File: config.mk
export PLATFORM = sky130hd
export DESIGN_NAME = pfsms_top
export DESIGN_NICKNAME = d
export VERILOG_FILES = /design/src/core/pfsms_top.v
export VERILOG_INCLUDE_DIRS = /design/src /design/src/core
export SDC_FILE = /design/constraint.sdc
export NUM_CORES = 1
export LEC_CHECK = 0
export BUFFER_PORTS_ARGS = -buffer_cell sky130_fd_sc_hd__buf_2
export CELL_PAD_IN_SITES_DETAIL_PLACEMENT = 1
export CELL_PAD_IN_SITES_GLOBAL_PLACEMENT = 1
export CORE_ASPECT_RATIO = 0.8
export CORE_MARGIN = 2
export CORE_UTILIZATION = 44
export DETAILED_ROUTE_END_ITERATION = 8
export HOLD_SLACK_MARGIN = 0.12
export PLACE_DENSITY_LB_ADDON = 0.08
export SETUP_SLACK_MARGIN = 0.15
export SYNTH_ARGS = -nofsm -noshare
export SYNTH_HDL_FRONTEND = slang
export SYNTH_SLANG_ARGS = --single-unit
File: constraint.sdc
create_clock -name clk_sys -period 5.1 [get_ports clk_sys]
set_clock_uncertainty 0.1 [all_clocks]
set_input_delay 0.255 -clock clk_sys [delete_from_list [all_inputs] [get_ports clk_sys]]
set_output_delay 0.255 -clock clk_sys [all_outputs]
set_load 0.1 [all_outputs]
File: src/core/pfsms_map.vh
// Register map, field positions, reset values and timing constants of the supply sequencer.
// Summary of operation
// Monitor always on outside stop mode; code: off in POR, periodic in supply fail unless the interval select is 0.
// Stop monitor disable resets to one.
// Disabled stop monitor detects no warning, no reset.
// Fail monitor continuous or every 2^11/12/13 ticks.
// Sampling window powers detector two ring ticks.
// Above reset level: one more tick, then release.
// Fail exit restarts at 8000h after warmup.
// Pin/watchdog reset keeps monitor, regulator, crystal on.
// Pin/watchdog reset released within 20 cycles.
// Persistent warning level sets flag, optional interrupt.
// Fail level: reset CPU, power down, retain, sample.
// Below power-on level: held in reset.
// Stop halts CPU, keeps state and memory.
// Stop exits on I/O, warning, timer, fail.
// Wake timer counts 125us ring ticks, 16 bits.
// Stop warning enables power, warms up, exits.
// Crystal warmup is a configurable cycle count.
// Comparators pass two flops before sequencing uses them.
`ifndef PFSMS_MAP_VH
`define PFSMS_MAP_VH

// Register byte offsets.
`define PFSMS_OFS_CTRL        8'h00
`define PFSMS_OFS_WAKE        8'h04
`define PFSMS_OFS_STATUS      8'h08
`define PFSMS_OFS_IRQ_STAT    8'h0c
`define PFSMS_OFS_IRQ_MASK    8'h10

// Control register fields and reset values.
`define PFSMS_CTRL_DIS_BIT    0
`define PFSMS_CTRL_SEL_LSB    1
`define PFSMS_CTRL_STOP_BIT   3
`define PFSMS_CTRL_DIS_RST    1'b1
`define PFSMS_CTRL_SEL_RST    2'h0
`define PFSMS_WAKE_RST        16'h0000
`define PFSMS_MASK_RST        4'h0

// Interrupt status bits.
`define PFSMS_IRQ_WARN        0
`define PFSMS_IRQ_WAKE        1
`define PFSMS_IRQ_FAIL        2
`define PFSMS_IRQ_STOPX       3

// Restart addresses.
`define PFSMS_UTIL_ROM_ADDR   16'h8000
`define PFSMS_NORM_ADDR       16'h0000

// Timing.
`define PFSMS_CLK_PERIOD_NS   10
`define PFSMS_XTAL_WARMUP_NS  2000000
`define PFSMS_WARN_PERSIST_NS 20000
`define PFSMS_EXT_REL_MAX     20

`endif

File: src/core/pfsms_top.v
// Supply supervision, reset hold and stop-mode wake-up sequencer with an AHB-Lite register slave.
//
// Decided for this implementation: the register offsets and the AHB-Lite slave port.
`timescale 1ns/100ps
`include "pfsms_map.vh"

module pfsms_top #(
    parameter XTAL_WARMUP_CYC = (`PFSMS_XTAL_WARMUP_NS + `PFSMS_CLK_PERIOD_NS - 1) / `PFSMS_CLK_PERIOD_NS
) (
    // Clock and reset.
    input  wire        clk_sys,
    input  wire        rst_b,
    // AHB-Lite slave.
    input  wire        hsel,
    input  wire [7:0]  haddr,
    input  wire [1:0]  htrans,
    input  wire        hwrite,
    input  wire [2:0]  hsize,
    input  wire [31:0] hwdata,
    input  wire        hready,
    output wire        hreadyout,
    output wire        hresp,
    output reg  [31:0] hrdata,
    // Analog comparators and ring oscillator, all asynchronous.
    input  wire        cmp_below_por,
    input  wire        cmp_below_rst,
    input  wire        cmp_below_warn,
    input  wire        ring_osc_clk,
    // Other reset and wake sources.
    input  wire        ext_reset_pin_b,
    input  wire        wdt_reset,
    input  wire        io_wake_irq,
    // Power and CPU controls.
    output reg         regulator_en,
    output reg         crystal_en,
    output reg         monitor_on,
    output reg         sram_retain,
    output reg         cpu_rst_b,
    output reg         cpu_stop,
    output reg  [15:0] boot_addr,
    output wire        supply_warning_flag,
    output wire        irq
);

    localparam WARN_PERSIST_CYC = (`PFSMS_WARN_PERSIST_NS + `PFSMS_CLK_PERIOD_NS - 1) / `PFSMS_CLK_PERIOD_NS;

    // Sequencer states.
    localparam [2:0] ST_POR    = 3'h0;
    localparam [2:0] ST_WARMUP = 3'h1;
    localparam [2:0] ST_RUN    = 3'h2;
    localparam [2:0] ST_STOP   = 3'h3;
    localparam [2:0] ST_WAKEUP = 3'h4;
    localparam [2:0] ST_PFAIL  = 3'h5;
    localparam [2:0] ST_EXTRST = 3'h6;

    // Ring ticks between sampling windows for a given interval select.
    function [12:0] period_limit;
        input [1:0] sel;
        begin
            case (sel)
                2'h1:    period_limit = 13'h07ff;
                2'h2:    period_limit = 13'h0fff;
                2'h3:    period_limit = 13'h1fff;
                default: period_limit = 13'h0000;
            endcase
        end
    endfunction

    reg  [1:0]  rst_sync_r;
    wire        rst_n;
    reg  [4:0]  sync1_r;
    reg  [4:0]  sync2_r;
    reg         ring_prev_r;
    wire        ring_tick;
    wire        below_por;
    wire        below_rst;
    wire        below_warn;
    wire        ext_rst;
    reg  [2:0]  state_r;
    reg  [2:0]  state_nxt;
    reg  [19:0] warm_cnt_r;
    reg  [15:0] warn_cnt_r;
    reg  [12:0] per_cnt_r;
    reg  [1:0]  win_r;
    reg  [15:0] wake_cnt_r;
    reg         util_boot_r;
    reg         stop_dis_r;
    reg  [1:0]  mon_sel_r;
    reg  [15:0] wake_val_r;
    reg  [3:0]  irq_stat_r;
    reg  [3:0]  irq_mask_r;
    reg         wr_pend_r;
    reg  [7:0]  wr_addr_r;
    reg         stop_go;
    reg  [3:0]  irq_set;
    wire        acc;
    wire        warm_done;
    wire        warn_persist;
    wire        wake_expire;
    wire        sample_edge;
    wire        stop_mon;

    // Reset is asserted at once but released through two flops so that no flop sees a ragged edge.
    always @(posedge clk_sys or negedge rst_b) begin
        if (!rst_b) begin
            rst_sync_r <= 2'h0;
        end else begin
            rst_sync_r <= {rst_sync_r[0], 1'b1};
        end
    end
    assign rst_n = rst_sync_r[1];

    // Two-flop synchronisers for the comparators, the reset pin and the ring oscillator.
    always @(posedge clk_sys or negedge rst_n) begin
        if (!rst_n) begin
            sync1_r     <= 5'h0f;
            sync2_r     <= 5'h0f;
            ring_prev_r <= 1'b0;
        end else begin
            sync1_r     <= {ring_osc_clk, ext_reset_pin_b, cmp_below_warn, cmp_below_rst, cmp_below_por};
            sync2_r     <= sync1_r;
            ring_prev_r <= sync2_r[4];
        end
    end
    assign below_por  = sync2_r[0];
    assign below_rst  = sync2_r[1];
    assign below_warn = sync2_r[2];
    assign ext_rst    = ~sync2_r[3] | wdt_reset;
    assign ring_tick  = sync2_r[4] & ~ring_prev_r;

    assign warm_done    = (warm_cnt_r >= XTAL_WARMUP_CYC[19:0]);
    assign warn_persist = (warn_cnt_r >= WARN_PERSIST_CYC[15:0]);
    assign wake_expire  = (wake_val_r != 16'h0000) && (wake_cnt_r >= wake_val_r) && ring_tick;
    assign sample_edge  = ring_tick && (win_r >= 2'h2);
    // The stop-mode detector is shut down entirely when monitoring is disabled.
    assign stop_mon     = ~stop_dis_r;

    // Next-state decision; below power-on level overrides everything.
    always @* begin
        state_nxt = state_r;
        case (state_r)
            ST_POR: begin
                if (!below_por) begin
                    state_nxt = ST_WARMUP;
                end
            end
            ST_WARMUP, ST_WAKEUP: begin
                if (warm_done && !below_rst) begin
                    state_nxt = ST_RUN;
                end else if (warm_done && state_r == ST_WAKEUP) begin
                    state_nxt = ST_PFAIL;
                end
            end
            ST_RUN: begin
                if (below_rst) begin
                    state_nxt = ST_PFAIL;
                end else if (ext_rst) begin
                    state_nxt = ST_EXTRST;
                end else if (stop_go) begin
                    state_nxt = ST_STOP;
                end
            end
            ST_STOP: begin
                if (stop_mon && below_rst) begin
                    state_nxt = ST_PFAIL;
                end else if (ext_rst) begin
                    state_nxt = ST_EXTRST;
                end else if ((stop_mon && below_warn) || io_wake_irq || wake_expire) begin
                    state_nxt = ST_WAKEUP;
                end
            end
            ST_PFAIL: begin
                if (sample_edge && win_r == 2'h3 && !below_rst) begin
                    state_nxt = ST_WARMUP;
                end
            end
            ST_EXTRST: begin
                if (below_rst) begin
                    state_nxt = ST_PFAIL;
                end else if (!ext_rst) begin
                    state_nxt = ST_RUN;
                end
            end
            default: begin
                state_nxt = ST_POR;
            end
        endcase
        if (below_por) begin
            state_nxt = ST_POR;
        end
    end

    // State register, crystal warmup counter and restart-address memory.
    always @(posedge clk_sys or negedge rst_n) begin
        if (!rst_n) begin
            state_r     <= ST_POR;
            warm_cnt_r  <= 20'h00000;
            util_boot_r <= 1'b0;
        end else begin
            state_r <= state_nxt;
            // Counting starts when the oscillator is first enabled by the new state.
            if (state_nxt != state_r) begin
                warm_cnt_r <= 20'h00000;
            end else if (!warm_done) begin
                warm_cnt_r <= warm_cnt_r + 20'h00001;
            end
            if (state_nxt == ST_PFAIL) begin
                util_boot_r <= 1'b1;
            end else if (state_nxt == ST_POR) begin
                util_boot_r <= 1'b0;
            end
        end
    end

    // Periodic monitor: interval counter, then a two-tick window, then one extra tick when above level.
    always @(posedge clk_sys or negedge rst_n) begin
        if (!rst_n) begin
            per_cnt_r <= 13'h0000;
            win_r     <= 2'h0;
        end else if (state_r != ST_PFAIL) begin
            per_cnt_r <= 13'h0000;
            win_r     <= 2'h0;
        end else if (ring_tick) begin
            if (win_r == 2'h0) begin
                if (per_cnt_r >= period_limit(mon_sel_r)) begin
                    per_cnt_r <= 13'h0000;
                    win_r     <= 2'h1;
                end else begin
                    per_cnt_r <= per_cnt_r + 13'h0001;
                end
            end else if (win_r == 2'h1) begin
                win_r <= 2'h2;
            end else if (win_r == 2'h2 && !below_rst) begin
                win_r <= 2'h3;
            end else begin
                win_r <= 2'h0;
            end
        end
    end

    // Warning persistence counter and wake timer.
    always @(posedge clk_sys or negedge rst_n) begin
        if (!rst_n) begin
            warn_cnt_r <= 16'h0000;
            wake_cnt_r <= 16'h0000;
        end else begin
            if (below_warn && !below_rst && (state_r == ST_RUN || state_r == ST_EXTRST)) begin
                if (!warn_persist) begin
                    warn_cnt_r <= warn_cnt_r + 16'h0001;
                end
            end else begin
                warn_cnt_r <= 16'h0000;
            end
            // Each ring tick is 125 us, so 16 bits reach about eight seconds.
            if (state_r != ST_STOP) begin
                wake_cnt_r <= 16'h0000;
            end else if (ring_tick && wake_cnt_r != 16'hffff) begin
                wake_cnt_r <= wake_cnt_r + 16'h0001;
            end
        end
    end

    // Power, monitor and CPU control outputs, all from flops.
    always @(posedge clk_sys or negedge rst_n) begin
        if (!rst_n) begin
            regulator_en <= 1'b0;
            crystal_en   <= 1'b0;
            monitor_on   <= 1'b1;
            sram_retain  <= 1'b0;
            cpu_rst_b    <= 1'b0;
            cpu_stop     <= 1'b0;
            boot_addr    <= `PFSMS_NORM_ADDR;
        end else begin
            regulator_en <= (state_nxt == ST_WARMUP) || (state_nxt == ST_RUN) ||
                            (state_nxt == ST_WAKEUP) || (state_nxt == ST_EXTRST);
            crystal_en   <= (state_nxt == ST_WARMUP) || (state_nxt == ST_RUN) ||
                            (state_nxt == ST_WAKEUP) || (state_nxt == ST_EXTRST);
            monitor_on   <= (state_nxt == ST_STOP) ? stop_mon :
                            (state_nxt == ST_PFAIL) ? ((mon_sel_r == 2'h0) || (win_r != 2'h0)) :
                            (state_nxt != ST_POR);
            sram_retain  <= (state_nxt == ST_PFAIL) || (state_nxt == ST_STOP);
            cpu_rst_b    <= (state_nxt == ST_RUN) || (state_nxt == ST_STOP) || (state_nxt == ST_WAKEUP);
            cpu_stop     <= (state_nxt == ST_STOP) || (state_nxt == ST_WAKEUP);
            boot_addr    <= util_boot_r ? `PFSMS_UTIL_ROM_ADDR : `PFSMS_NORM_ADDR;
        end
    end

    // Interrupt events into the sticky status; the warning event stays high while the warning persists, the others are one-cycle pulses.
    always @* begin
        irq_set = 4'h0;
        irq_set[`PFSMS_IRQ_WARN]  = warn_persist ||
                                    (state_r == ST_STOP && stop_mon && below_warn && !below_rst);
        irq_set[`PFSMS_IRQ_WAKE]  = (state_r == ST_STOP) && wake_expire;
        irq_set[`PFSMS_IRQ_FAIL]  = (state_nxt == ST_PFAIL) && (state_r != ST_PFAIL);
        irq_set[`PFSMS_IRQ_STOPX] = (state_r == ST_WAKEUP) && (state_nxt == ST_RUN);
    end

    // AHB-Lite slave: zero wait states, always OKAY, writes land in the data phase.
    assign acc       = hsel && htrans[1] && hready;
    assign hreadyout = 1'b1;
    assign hresp     = 1'b0;

    always @* begin
        stop_go = wr_pend_r && (wr_addr_r == `PFSMS_OFS_CTRL) && hwdata[`PFSMS_CTRL_STOP_BIT];
    end

    // Register writes; a hardware set beats a software clear in the same cycle.
    always @(posedge clk_sys or negedge rst_n) begin
        if (!rst_n) begin
            wr_pend_r  <= 1'b0;
            wr_addr_r  <= 8'h00;
            stop_dis_r <= `PFSMS_CTRL_DIS_RST;
            mon_sel_r  <= `PFSMS_CTRL_SEL_RST;
            wake_val_r <= `PFSMS_WAKE_RST;
            irq_stat_r <= 4'h0;
            irq_mask_r <= `PFSMS_MASK_RST;
        end else begin
            wr_pend_r <= acc && hwrite;
            if (acc) begin
                wr_addr_r <= haddr;
            end
            if (wr_pend_r && wr_addr_r == `PFSMS_OFS_CTRL) begin
                stop_dis_r <= hwdata[`PFSMS_CTRL_DIS_BIT];
                mon_sel_r  <= hwdata[`PFSMS_CTRL_SEL_LSB+1:`PFSMS_CTRL_SEL_LSB];
            end
            if (wr_pend_r && wr_addr_r == `PFSMS_OFS_WAKE) begin
                wake_val_r <= hwdata[15:0];
            end
            if (wr_pend_r && wr_addr_r == `PFSMS_OFS_IRQ_MASK) begin
                irq_mask_r <= hwdata[3:0];
            end
            if (wr_pend_r && wr_addr_r == `PFSMS_OFS_IRQ_STAT) begin
                irq_stat_r <= (irq_stat_r & ~hwdata[3:0]) | irq_set;
            end else begin
                irq_stat_r <= irq_stat_r | irq_set;
            end
        end
    end

    // Read data is registered in the address phase so it stands through the data phase.
    always @(posedge clk_sys or negedge rst_n) begin
        if (!rst_n) begin
            hrdata <= 32'h00000000;
        end else if (acc && !hwrite) begin
            case (haddr)
                `PFSMS_OFS_CTRL:     hrdata <= {28'h0000000, 1'b0, mon_sel_r, stop_dis_r};
                `PFSMS_OFS_WAKE:     hrdata <= {16'h0000, wake_val_r};
                `PFSMS_OFS_STATUS:   hrdata <= {24'h000000, below_rst, below_warn, util_boot_r, monitor_on,
                                                ~cpu_rst_b, state_r};
                `PFSMS_OFS_IRQ_STAT: hrdata <= {28'h0000000, irq_stat_r};
                `PFSMS_OFS_IRQ_MASK: hrdata <= {28'h0000000, irq_mask_r};
                default:             hrdata <= 32'h00000000;
            endcase
        end
    end

    // One level interrupt while any unmasked status bit is set.
    assign irq                 = |(irq_stat_r & irq_mask_r);
    assign supply_warning_flag = irq_stat_r[`PFSMS_IRQ_WARN];

endmodule

Word level (Yosys, flattened, before mapping):

Index checks and enable logic that the tools add are counted.

* register bits after elaboration: 173
* input port bits: 57
* output and inout bits: 58
* logic and storage cells: 176

* add/subtract/negate cells: 4
* magnitude comparators: 5
* equal/unequal tests: 32
* mux-type cells: 40
* bitwise gates (word level): 11
* reduce and logical (&&, ||, !) cells: 59

Operators with widths (count)
* $mux W13: 7
* $mux W16: 5
* $pmux W16 S5: 1
* $mux W20: 2
* $pmux W13 S3: 1
* $mux W3: 12
* $add A16 B1 Y16 const B: 2
* $logic_and A1 B1 Y1: 28
* $eq A8 B4 Y1 const B: 3
* $add A20 B1 Y20 const B: 1
* $ge A20 B18 Y1 const B: 1
* $eq A3 B3 Y1 const B: 6
* $pmux W3 S6: 1
* $eq A8 B3 Y1 const B: 2
* $eq A8 B5 Y1 const B: 2
* $ge A16 B11 Y1 const B: 1
* $ge A16 B16 Y1: 1
* $logic_not A8 Y1: 2
* $ne A16 B16 Y1 const B: 1
* $reduce_bool A16 Y1: 1
* $add A13 B1 Y13 const B: 1
* $ge A13 B13 Y1: 1
* $eq A3 B2 Y1 const B: 4
* $logic_or A1 B1 Y1: 12
* 27 further kinds: 53

Longest topological paths before layout:

Gate-level depths: netlist of the first run.

* depth in word-level cells: 13
* mapped depth: 12
* depth with buffers taken out: 11

Least setup slack after synthesis of the first run:

No wires, ideal clock.

* path kind: reg-to-reg
* start: register mon_sel_r[1]
* end: register per_cnt_r[7]
* setup time: 0.079 ns
* arrival: 2.753 ns
* data required time: 4.921 ns
* slack: 2.168 ns
* stages on the path, launching flop included: 12
* path buffers: 1
* period minus slack after synthesis: 2.932 ns
* path through: dfrtp_1 -> nor2_1 -> ha_1 -> a21o_1 -> a21o_1 -> a21o_1 -> o21ai_0 -> a21oi_1 -> o21ai_1 -> clkbuf_1 -> a31oi_1 -> mux2i_1

* word-level cells in the longest chain between the ends: 10
* elaborated cells between the ends (all ways): 12
* those cells by class: order compare: 1; eq/ne: 3; mux: 8

RTL lines
* start, declared: RTL line pfsms_top.v:88 `reg [1:0] mon_sel_r;`
* start signal, assigned: RTL line pfsms_top.v:313 `` mon_sel_r <= `PFSMS_CTRL_SEL_RST; ``
* start signal, assigned: RTL line pfsms_top.v:324 `` mon_sel_r <= hwdata[`PFSMS_CTRL_SEL_LSB+1:`PFSMS_CTRL_SEL_LSB]; ``
* $eq A2 B2 Y1 / $eq A2 B1 Y1 (equally long branches): RTL line pfsms_top.v:60 `case (sel)`
* $pmux W13 S3 *: RTL line pfsms_top.v:60
* $mux W13 *: RTL line pfsms_top.v:224 `if (win_r == 2'h0) begin`
* $mux W13 *: RTL line pfsms_top.v:223 `end else if (ring_tick) begin`
* $mux W13 *: RTL line pfsms_top.v:220 `end else if (state_r != ST_PFAIL) begin`
* $ge A13 B13 Y1 *: RTL line pfsms_top.v:225 `if (per_cnt_r >= period_limit(mon_sel_r)) begin`
* $mux W13 *: RTL line pfsms_top.v:225
* $mux W13 *: RTL line pfsms_top.v:224
* $mux W13 *: RTL line pfsms_top.v:223
* $mux W13 *: RTL line pfsms_top.v:220
* end signal, assigned: RTL line pfsms_top.v:229 `per_cnt_r <= per_cnt_r + 13'h0001;`
* end, declared: RTL line pfsms_top.v:83 `reg [12:0] per_cnt_r;`

Every way passes the cells marked *; elsewhere a longest branch is shown, timed or not. The select of a mux whose other input is x is not followed.
A chain may end at the register's enable or synchronous reset.

Worst setup path in the final report of the first run:

* start: register mon_sel_r[1]
* end: register per_cnt_r[8]

The elaborated chain is that of the path after synthesis.

==> results.md, run 1 <==
* Row Count at 42
* #FFs+latches synth at 142
* Worst Hold Class: in2reg
* Routability cong. at around 0.83
* # resized after CTS at 0
* Post-synth cell types at just under 70
* Synthesized area per cell at approximately 9.9 µm²
* Buffers on Ports at 61
* Cells after synthesis at 759
* CP endpoint kind: flop
* TritonCTS clock tree: built
* Ys async rst share at 100%
* Post-route DRC at 0
* VDD IR max at 0.188 mV
* Crit Path Class: reg2reg
* H-tree Lvls at 4
* Initial antenna violation count at 0
* Mapped Area at around 0.0075 mm²
* 1st-pass router iterations at 4
* Seq/Total Area, Yosys at 47.3%
* Tmin final at 3430 ps
* Starting DRT DRC Count at 255
* P&R area growth vs syn at 16.4%
* Reg-to-Reg End: per_cnt_r[8]
* Number of setup violations in the final report at 0
* Total global-route track usage at 23.0%
* CP required at 5330 ps
* Hold endpoint: wr_addr_r[3]
* Nets at 940
* DR vias at 5861
* Largest net degree at the start of global routing at 55
* Share of layout cells above drive strength 1 at 18.4%
* Top cells by count, synth: dfrtp_1 (132), nand2_1 (74), nor2_1 (57)
* CTS Sinks at 142
* Lkg Pwr at a little over 4 nW
* Worst hold path startpoint: haddr[3]
* Slew headroom at 16.8%
* Detailed Route WL at 19.5 mm
* Main synth FF type: dfrtp_1
* Clock buffers created by TritonCTS at 17
* Area contributors post-synth: dfrtp_1 (44%), ha_1 (5.8%), nand2_1 (3.7%)
* Area leader, netlist: dfrtp_1
* Avg WL per Cell at 18.1 µm
* Post-synth EDFFs at 0
* Slowest stage delay, CP at 670 ps
* Clock Pin Slew Worst Setup and Hold Paths at 60 ps
* Register area at 0.00357 mm²
* Die area at 0.0182 mm²
* Final ANT Viol Nets at 0
* Total congestion overflow at 0
* Die Height at around 120 µm
* Synth warn at 0
* Final Max Tran Viols at 0
* Placeable Area at 0.0167 mm²
* Worst skew pair latency at approximately 420 ps
* Detailed placer's ending HPWL at between 10 and 15 mm
* Critical path peak fanout at 14
* RSZ-0062 raised after global routing: no
* Vias in the first global route at 6204
* Critical path arrival at 3670 ps
* Final worst-path cycle share at about two thirds
* FILL cells at 1875
* Area of the multi-input gates at 0.00357 mm²
* R2R Setup Slk at 1670 ps
* Worst path cell trace: nor2_1 > ha_1 > nand4_1 > nor4_1 > a2111oi_0 > o21ai_0 > o21ai_1 > buf_4 > nand2_1 > o22ai_1
* Slowest cell on crit path: nor2_1
* Pwr Total at around 0.0027 W
* Worst R2R Start: mon_sel_r[1]
* WHS Path Cells at 2
* Longest Clk Path Bufs at 2
* Fmax at 291 MHz
* Root Buffer: clkbuf_16
* Io pins at 115
* Fin. Hold Viols at 0
* Least-Margin Pin Slew at 1230 ps
* Status: finished, final reports clean
* Die width at between 150 and 200 µm
* Max Cap Viol at 0
* Pwr/cell area at 307 mW/mm²
* First-pass GRT wire length at 32.4 mm
* Worst reg2reg path depth at 10
* Critical Path Start Type: flop
* Count leader, synth: dfrtp_1
* Yosys top cell area share at 43.8%
* Post-DR vias/cell at 5.42
* Setup TNS Final at 0 ps
* Diode count at 0
* Initial Utilization at 45.3%
-- critical path, delay by kind of cell, from the launching register on --
| kind | cells | cell delay, ps |
|---|---|---|
| AND/OR/NAND/NOR | 4 | 1030 |
| AO/OA/AOI/OAI | 4 | 1150 |
| buffers and inverters | 1 | 270 |
| adder cells (fa/ha/maj) | 1 | 390 |
| flip-flops | 1 | 410 |
-- cells in the final DEF, fill, tap and decap left out, types with 8 or more instances in the layout --
master         instances
a31oi_1               10
and2_1                12
conb_1                34
inv_1                 46
clkbuf_16             17
and3_1                12
nand3_1               31
xor2_1                23
nand4_1               16
ha_1                  35
mux2_2                16
nor2_1                56
nor3_1                12
a21oi_1               16
nor2b_1                9
a22o_1                10
dfrtp_1              131
nor2_2                21
dlygate4sd3_1         30
nand2_1               74
and4_1                 8
xnor2_1               16
o21ai_0               35
buf_2                 61
dfstp_2               10
-- cell families (layout without fill, tap and decap cells) --
| group | Yosys count | after routing | synth area share (%) |
|---|---|---|---|
| adders and majority gates | 35 | 35 | 5.80 |
| buffers and inverters | 104 | 174 | 7.06 |
| AOI/OAI and AO/OA | 128 | 128 | 12.0 |
| and+or+nand+nor | 283 | 283 | 19.0 |
| DFF | 142 | 142 | 47.3 |
| other | 2 | 34 | 0.0995 |
| muxes | 26 | 26 | 4.21 |
| xor gates and xnor gates | 39 | 39 | 4.53 |
-- routing by layer --
layer  part of all wire, %  vias up  routed length [µm]  track usage, %
li1                      -     2775                   -               -
met1                    48     2944                9340            32.2
met2                    47      120                9200            36.3
met3                   3.7       22                 724            5.15
met4                   1.3        0                 248            5.60
met5                     0        -                   0               0
-- cell type report --
class                           instances  area share [%]
Multi-Input combinational cell        545            40.7
Clock buffer                           20            5.09
Tap cell                              220            3.14
Sequential cell                       142            40.7
Clock inverter                         12            1.10
Inverter                               46            1.97
Timing Repair Buffer                   96            7.33
-- sequential cells by signal (all words and copies together), names as in the netlist, 2 cells and up --
name        cells
sync2_r         5
warm_cnt_r     20
win_r           2
rst_sync_r      2
wake_val_r     16
sync1_r         5
state_r         3
irq_stat_r      4
wr_addr_r       8
per_cnt_r      13
irq_mask_r      4
warn_cnt_r     16
mon_sel_r       2
hrdata         16
wake_cnt_r     16
-- metrics by stage --
| step | utilization [%] | setup slack [ps] | cells | hold WS [ps] | area, µm² |
|---|---|---|---|---|---|
| 6_report | 52.7 | 1670 | 1081 | 178 | 8780 |
| 2_1_floorplan | - | 768 | 791 | -141 | 7660 |
| 3_3_place_gp | 47.6 | 1910 | 1019 | -58.9 | 7940 |
| 5_1_grt | 52.7 | 1340 | 1081 | 184 | 8780 |
| 4_1_cts | 52.7 | 1680 | 1081 | 148 | 8780 |
| 3_5_place_dp | 47.6 | 1670 | 1019 | -56.7 | 7940 |
-- power breakdown --
| part | switching, W | internal [W] |
|---|---|---|
| Clock | 0.000480 | 0.000676 |
| Sequential | 0.0000463 | 0.00117 |
| Combinational | 0.000237 | 0.0000840 |
-- worst max path at each step --
| stage | from | to | slack [ps] | cells after the start |
|---|---|---|---|---|
| 4_1_cts | mon_sel_r[1] | per_cnt_r[8] | 1680 | 10 |
| 2_1_floorplan | rst_sync_r[1] | boot_addr[15] | 770 | 0 |
| 3_5_place_dp | mon_sel_r[1] | per_cnt_r[12] | 1670 | 10 |
| 3_3_place_gp | mon_sel_r[1] | per_cnt_r[8] | 1910 | 11 |
| 5_1_grt | mon_sel_r[1] | per_cnt_r[12] | 1340 | 10 |
| 6_report | mon_sel_r[1] | per_cnt_r[8] | 1670 | 10 |
-- timing repair --
item	CTS	global route
hold endpoints to repair	41	0
setup buffers	0	0
hold buffers	30	0
Note: power is estimated with default switching activity, not from simulation.
==> run 2: changes to the inputs <==
--- a/config.mk
+++ b/config.mk
@@ -11,7 +11,7 @@
 export CELL_PAD_IN_SITES_GLOBAL_PLACEMENT = 1
 export CORE_ASPECT_RATIO = 0.8
 export CORE_MARGIN = 2
-export CORE_UTILIZATION = 44
+export CORE_UTILIZATION = 40
 export DETAILED_ROUTE_END_ITERATION = 8
 export HOLD_SLACK_MARGIN = 0.12
 export PLACE_DENSITY_LB_ADDON = 0.08
==> constraint.sdc (replaced) <==
create_clock -name clk_sys -period 3 [get_ports clk_sys]
set_clock_uncertainty 0.1 [all_clocks]
set_input_delay 0.15 -clock clk_sys [delete_from_list [all_inputs] [get_ports clk_sys]]
set_output_delay 0.15 -clock clk_sys [all_outputs]
set_load 0.1 [all_outputs]
==> results.md, run 2 (same netlist as run 1, synthesis figures left out) <==
* Status: finished, final reports clean
* Post-route DRC at 0
* Detailed placer's ending HPWL at 14.3 mm
* Worst path cell trace: inv_2 > ha_4 > and2_4 > a221o_1 > a211o_4 > o31ai_4 > a32o_2 > o2111a_1 > o211ai_4 > buf_4 > buf_16 > nor2_2
* Final WS setup at 71.5 ps
* Commonest non-fill, non-tap cell in the layout: dfrtp_1
* Least-Margin Pin Slew at 817 ps
* Worst Hold Class: in2reg
* CP required at around 3300 ps
* Largest net degree at the start of global routing at 51
* First-pass GRT wire length at 34.2 mm
* Number of setup violations in the final report at 0
* Worst hold path startpoint: htrans[1]
* Register area at 0.00357 mm²
* Root Buffer: clkbuf_16
* Diode count at 0
* Placed Cells at between 1000 and 1500
* RSZ-0062 raised after global routing: yes
* 1st-pass router iterations at 4
* Setup WS pre-CTS at 18.4 ps
* Top sig layer: met4
* Top reg by flops: warm_cnt_r
* Crit-path leading delay family: compound AO/OA/AOI/OAI gates
* Area of the multi-input gates at 0.00379 mm²
* Lkg Pwr at 4.43 nW
* Slew headroom at 44.8%
* Worst skew pair latency at 430 ps
* Tmin final at between 2000 and 3000 ps
* Die Height at 127 µm
* Clock Pin Slew Worst Setup and Hold Paths at approximately 60 ps
* Row Count at 44
* Final Max Tran Viols at 0
* Post-DR vias/cell at 5.21
* Setup TNS Final at 0 ps
* Critical path arrival at 3190 ps
* Routed wl met2 at 9.77 mm
* Max Cap Viol at 0
* Fmax at 341 MHz
* Vias in the first global route at 6456
* Most frequent cells in the layout: dfrtp_1 (129), nand2_1 (72), buf_2 (61), nor2_1 (54), buf_4 (44)
* Routed wl met3 at approximately 660 µm
* Met1 wire length at roughly 10 mm
* Max reg flops at 20
* Nets at 992
* R2R Setup Slk at 70 ps
* Routability cong. at 0.832
* Fin. Hold Viols at 0
* Detailed Route WL at 20.9 mm
* TritonCTS clock tree: built
* Buffers on Ports at 61
* Pwr Total at 0.00493 W
* P&R area growth vs syn at 27.5%
* Die width at 158 µm
* Critical path peak fanout at 5
* Avg WL per Cell at 17.9 µm
* CP bufs+invs at 3
* Slowest stage delay, CP at around 390 ps
* WHS Path Cells at 4
* Final worst-path cycle share at 97.6%
* Reg-to-Reg End: warm_cnt_r[17]
* CTS Sinks at 142
* VDD IR max at about 0.29 mV
* Worst R2R Start: wake_val_r[11]
* Design Area, Final at just under 0.01 mm²
* Clock buffers created by TritonCTS at 17
* Hold endpoint: wr_addr_r[7]
* Io pins at between 100 and 150
* Die area at 0.0200 mm²
* CP endpoint kind: flop
* FILL cells at about 2000
* Initial Utilization at 41.2%
* DR vias at 6070
* Critical Path Start Type: flop
* Cell Area, Placed at 0.00818 mm²
* Starting DRT DRC Count at 256
* Crit Path Class: reg2reg
* Longest Clk Path Bufs at 2
* Slowest cell on crit path: dfrtp_1
* Worst reg2reg path depth at 12
* Final instance count without filler cells at 1166
* H-tree Lvls at 4
* Share of layout cells above drive strength 1 at between 20% and 30%
* Total congestion overflow at 0
* Final ANT Viol Nets at 0
* Total global-route track usage at 22.1%
* Placeable Area at 0.0183 mm²
* Initial antenna violation count at 0
* Pwr/cell area at 512 mW/mm²
==> run 2: cell count changes in the layout (fill, tap and decap cells not counted), sizes merged <==
cell	change
clkinvlp	-3
bufinv	+2
buf	+48
clkbuf	+6
bufbuf	+1
clkinv	-5
dlygate4sd3	+3
==> run 2: layout make-up <==
type	count	share of cell area, %
multi-input cells	545	39.4
clock inverters	6	1.09
clock buffers	26	5.19
inverters	46	1.79
well taps	253	3.29
repair buffers	148	12.1
flip-flops and latches	142	37.1
==> run 2: power breakdown <==
part           internal, W  switching [W]
Clock              0.00139       0.000799
Combinational     0.000220       0.000438
Sequential         0.00199      0.0000829
==> run 2: worst min-delay path: stages <==
cell	delay [ps]
buf_2	100
nand3_1	60
buf_4	180
mux2_2	160
==> run 2: metrics by stage <==
step                hold WS (ps)  utilization (%)
floorplan                   -246                -
global placement            -165             44.6
detailed placement          -159             44.6
CTS                          148             52.0
global route                 176             52.5
finish                       151             52.5
==> run 2: how the worst max path moves through the flow <==
stage / from / slack [ps] / cells past startpoint / end
2_1_floorplan: mon_sel_r[1] / 240 / 11 / per_cnt_r[7]
3_3_place_gp: wake_cnt_r[9] / 60 / 10 / warm_cnt_r[5]
3_5_place_dp: wake_cnt_r[0] / 20 / 12 / irq_stat_r[3]
4_1_cts: wake_val_r[11] / 100 / 12 / warm_cnt_r[3]
5_1_grt: wake_val_r[13] / -30 / 12 / warm_cnt_r[5]
6_report: wake_val_r[11] / 70 / 12 / warm_cnt_r[17]
==> run 2: what timing repair did <==
action	CTS	global route
buffers inserted	22	4
gates cloned	3	0
setup endpoints to repair	26	39
hold endpoints to repair	44	0
pin swaps	16	6
hold buffers	33	0
resized for setup	30	17
==> run 2: metal layers <==
metal,vias to the layer above,track usage [%]
li1,2879,-
met1,3065,30.8
met2,105,35.6
met3,21,4.13
met4,0,5.51
met5,-,0
==> run 3: changes to the inputs <==
--- a/config.mk
+++ b/config.mk
@@ -7,14 +7,11 @@
 export NUM_CORES = 1
 export LEC_CHECK = 0
 export BUFFER_PORTS_ARGS = -buffer_cell sky130_fd_sc_hd__buf_2
-export CELL_PAD_IN_SITES_DETAIL_PLACEMENT = 1
-export CELL_PAD_IN_SITES_GLOBAL_PLACEMENT = 1
 export CORE_ASPECT_RATIO = 0.8
-export CORE_MARGIN = 2
-export CORE_UTILIZATION = 40
+export CORE_UTILIZATION = 51
 export DETAILED_ROUTE_END_ITERATION = 8
 export HOLD_SLACK_MARGIN = 0.12
-export PLACE_DENSITY_LB_ADDON = 0.08
+export PLACE_DENSITY_LB_ADDON = 0.12
 export SETUP_SLACK_MARGIN = 0.15
 export SYNTH_ARGS = -nofsm -noshare
 export SYNTH_HDL_FRONTEND = slang
==> results.md, run 3 (same netlist as run 1, synthesis figures left out) <==
* Initial antenna violation count at 0
* FILL cells at roughly 1100
* CP endpoint kind: flop
* Setup WS pre-CTS at -7.36 ps
* Initial Utilization at around 53%
* Diode count at 0
* Critical Path Start Type: flop
* Final Max Tran Viols at 0
* Share of layout cells above drive strength 1 at around a quarter
* CTS Sinks at between 100 and 150
* Worst Hold Class: in2reg
* Post-DR vias/cell at between 5 and 6
* H-tree Lvls at 4
* Critical path peak fanout at 4
* Crit-path leading delay family: compound AO/OA/AOI/OAI gates
* Post-route DRC at 0
* Least-Margin Pin Slew at 778 ps
* Max reg flops at 20
* Slew headroom at 47.4%
* VDD IR max at 0.455 mV
* TritonCTS clock tree: built
* Worst hold slack at roughly 150 ps
* Status: finished, final reports clean
* Longest Clk Path Bufs at 2
* CP required at about 3300 ps
* Max Cap Viol at 0
* Die width at 138 µm
* Largest net degree at the start of global routing at 67
* Buffers on Ports at 61
* RSZ-0062 raised after global routing: yes
* Final ANT Viol Nets at 0
* Fin. Hold Viols at 0
* Final WS setup at 108 ps
* Number of setup violations in the final report at 0
* Root Buffer: clkbuf_16
* Row Count at 39
* Slowest cell on crit path: dfrtp_1
* Routability cong. at roughly 0.85
* Lkg Pwr at 4.36 nW
* Pwr/cell area at 539 mW/mm²
* Die area at 0.0153 mm²
* Worst path cell trace: inv_2 > ha_4 > and4_4 > nand4_1 > a2111oi_2 > buf_4 > o31ai_4 > a32o_2 > buf_4 > nor2b_1 > a22o_1 > a21oi_2
* Fmax at 346 MHz
* Most frequent cells in the layout: dfrtp_1 (130), nand2_1 (73), buf_2 (61), nor2_1 (55), inv_1 (43)
* P&R area growth vs syn at 23.3%
* Detailed placer's ending HPWL at around 12 mm
* Placeable Area at between 0.01 and 0.015 mm²
* Crit Path Class: reg2reg
* Top reg by flops: warm_cnt_r
* First-pass GRT wire length at 28.9 mm
* Commonest non-fill, non-tap cell in the layout: dfrtp_1
* CP bufs+invs at 3
* DR vias at a little over 6000
* Clock Pin Slew Worst Setup and Hold Paths at 60 ps
* Tmin final at 2890 ps
* Critical path arrival at 3150 ps
* Setup TNS Final at 0 ps
* Total global-route track usage at approximately 25%
* Die Height at 111 µm
* Vias in the first global route at 5885
* CP dominant cell by count: buf_4
* Avg WL per Cell at 16.3 µm
* Clock buffers created by TritonCTS at 17
* 1st-pass router iterations at 7
* Slowest stage delay, CP at 400 ps
* Detailed Route WL at 17.7 mm
* Starting DRT DRC Count at 325
* Final worst-path cycle share at 96.4%
* Total congestion overflow at 0
* Worst skew pair latency at approximately 420 ps
* Io pins at approximately 120
* Nets at 981
-- run 3: changes by cell type in the layout (fill, tap and decap cells not counted), sizes merged --
cell,before,now
clkbuf,26,21
bufbuf,1,0
bufinv,3,6
clkinvlp,0,2
buf,114,104
-- run 3: area by class of cell --
| class | instances | area, µm² | area share, % |
|---|---|---|---|
| clock buffer | 21 | 450 | 4.84 |
| clock inverter | 11 | 214 | 2.30 |
| inverter | 46 | 173 | 1.86 |
| multi-input combinational | 545 | 3690 | 39.6 |
| sequential | 142 | 3570 | 38.4 |
| tap | 184 | 230 | 2.47 |
| timing repair buffer | 137 | 982 | 10.6 |
-- run 3: stage by stage --
stage	power, W	utilization [%]	instance area (µm²)	cells
floorplan	0.00253	-	7670	791
CTS	0.00503	63.6	9120	1072
global placement	0.00260	56.1	8060	1003
finish	0.00501	64.9	9310	1086
detailed placement	0.00262	56.1	8060	1003
global route	0.00520	64.9	9310	1086
-- run 3: worst reg2reg max path, delay by kind of cell (launching register included) --
family | cells | cell delay (ps)
compound gates | 5 | 1110
fa+ha+maj | 1 | 260
buf+inv | 3 | 420
flops | 1 | 400
simple gates | 3 | 530
-- run 3: worst paths after layout --
| kind | from | end | slack, ps | cells past startpoint |
|---|---|---|---|---|
| min | hready | wr_pend_r | 150 | 3 |
| max reg2reg | wake_val_r[13] | monitor_on | 110 | 12 |
| max in group asynchronous | rst_sync_r[1] | stop_dis_r | 1720 | 1 |
| min in group asynchronous | rst_sync_r[1] | warm_cnt_r[1] | 210 | 0 |
| min reg2reg | rst_sync_r[1] | warm_cnt_r[1] | 210 | 0 |
| max | wake_val_r[13] | monitor_on | 110 | 12 |
-- run 3: power breakdown --
part,internal (W),switching (W)
Combinational,0.000171,0.000407
Sequential,0.00199,0.0000786
Clock,0.00158,0.000785
Total,0.00374,0.00127
-- run 3: repair_timing --
action	in CTS	in global routing
resized for setup	10	17
endpoints found under the setup margin	22	30
pin swaps	6	8
hold buffers	33	0
hold endpoints to repair	45	0
gates cloned	1	0
buffers inserted	3	14
-- run 3: per-layer routing --
metal  track usage, %  wire length, µm  vias up
met4             6.96              227        0
met3             6.45              940       19
li1                 -                -     2859
met2             37.3             8270      187
met5                0                0        -
met1             34.3             8290     2987
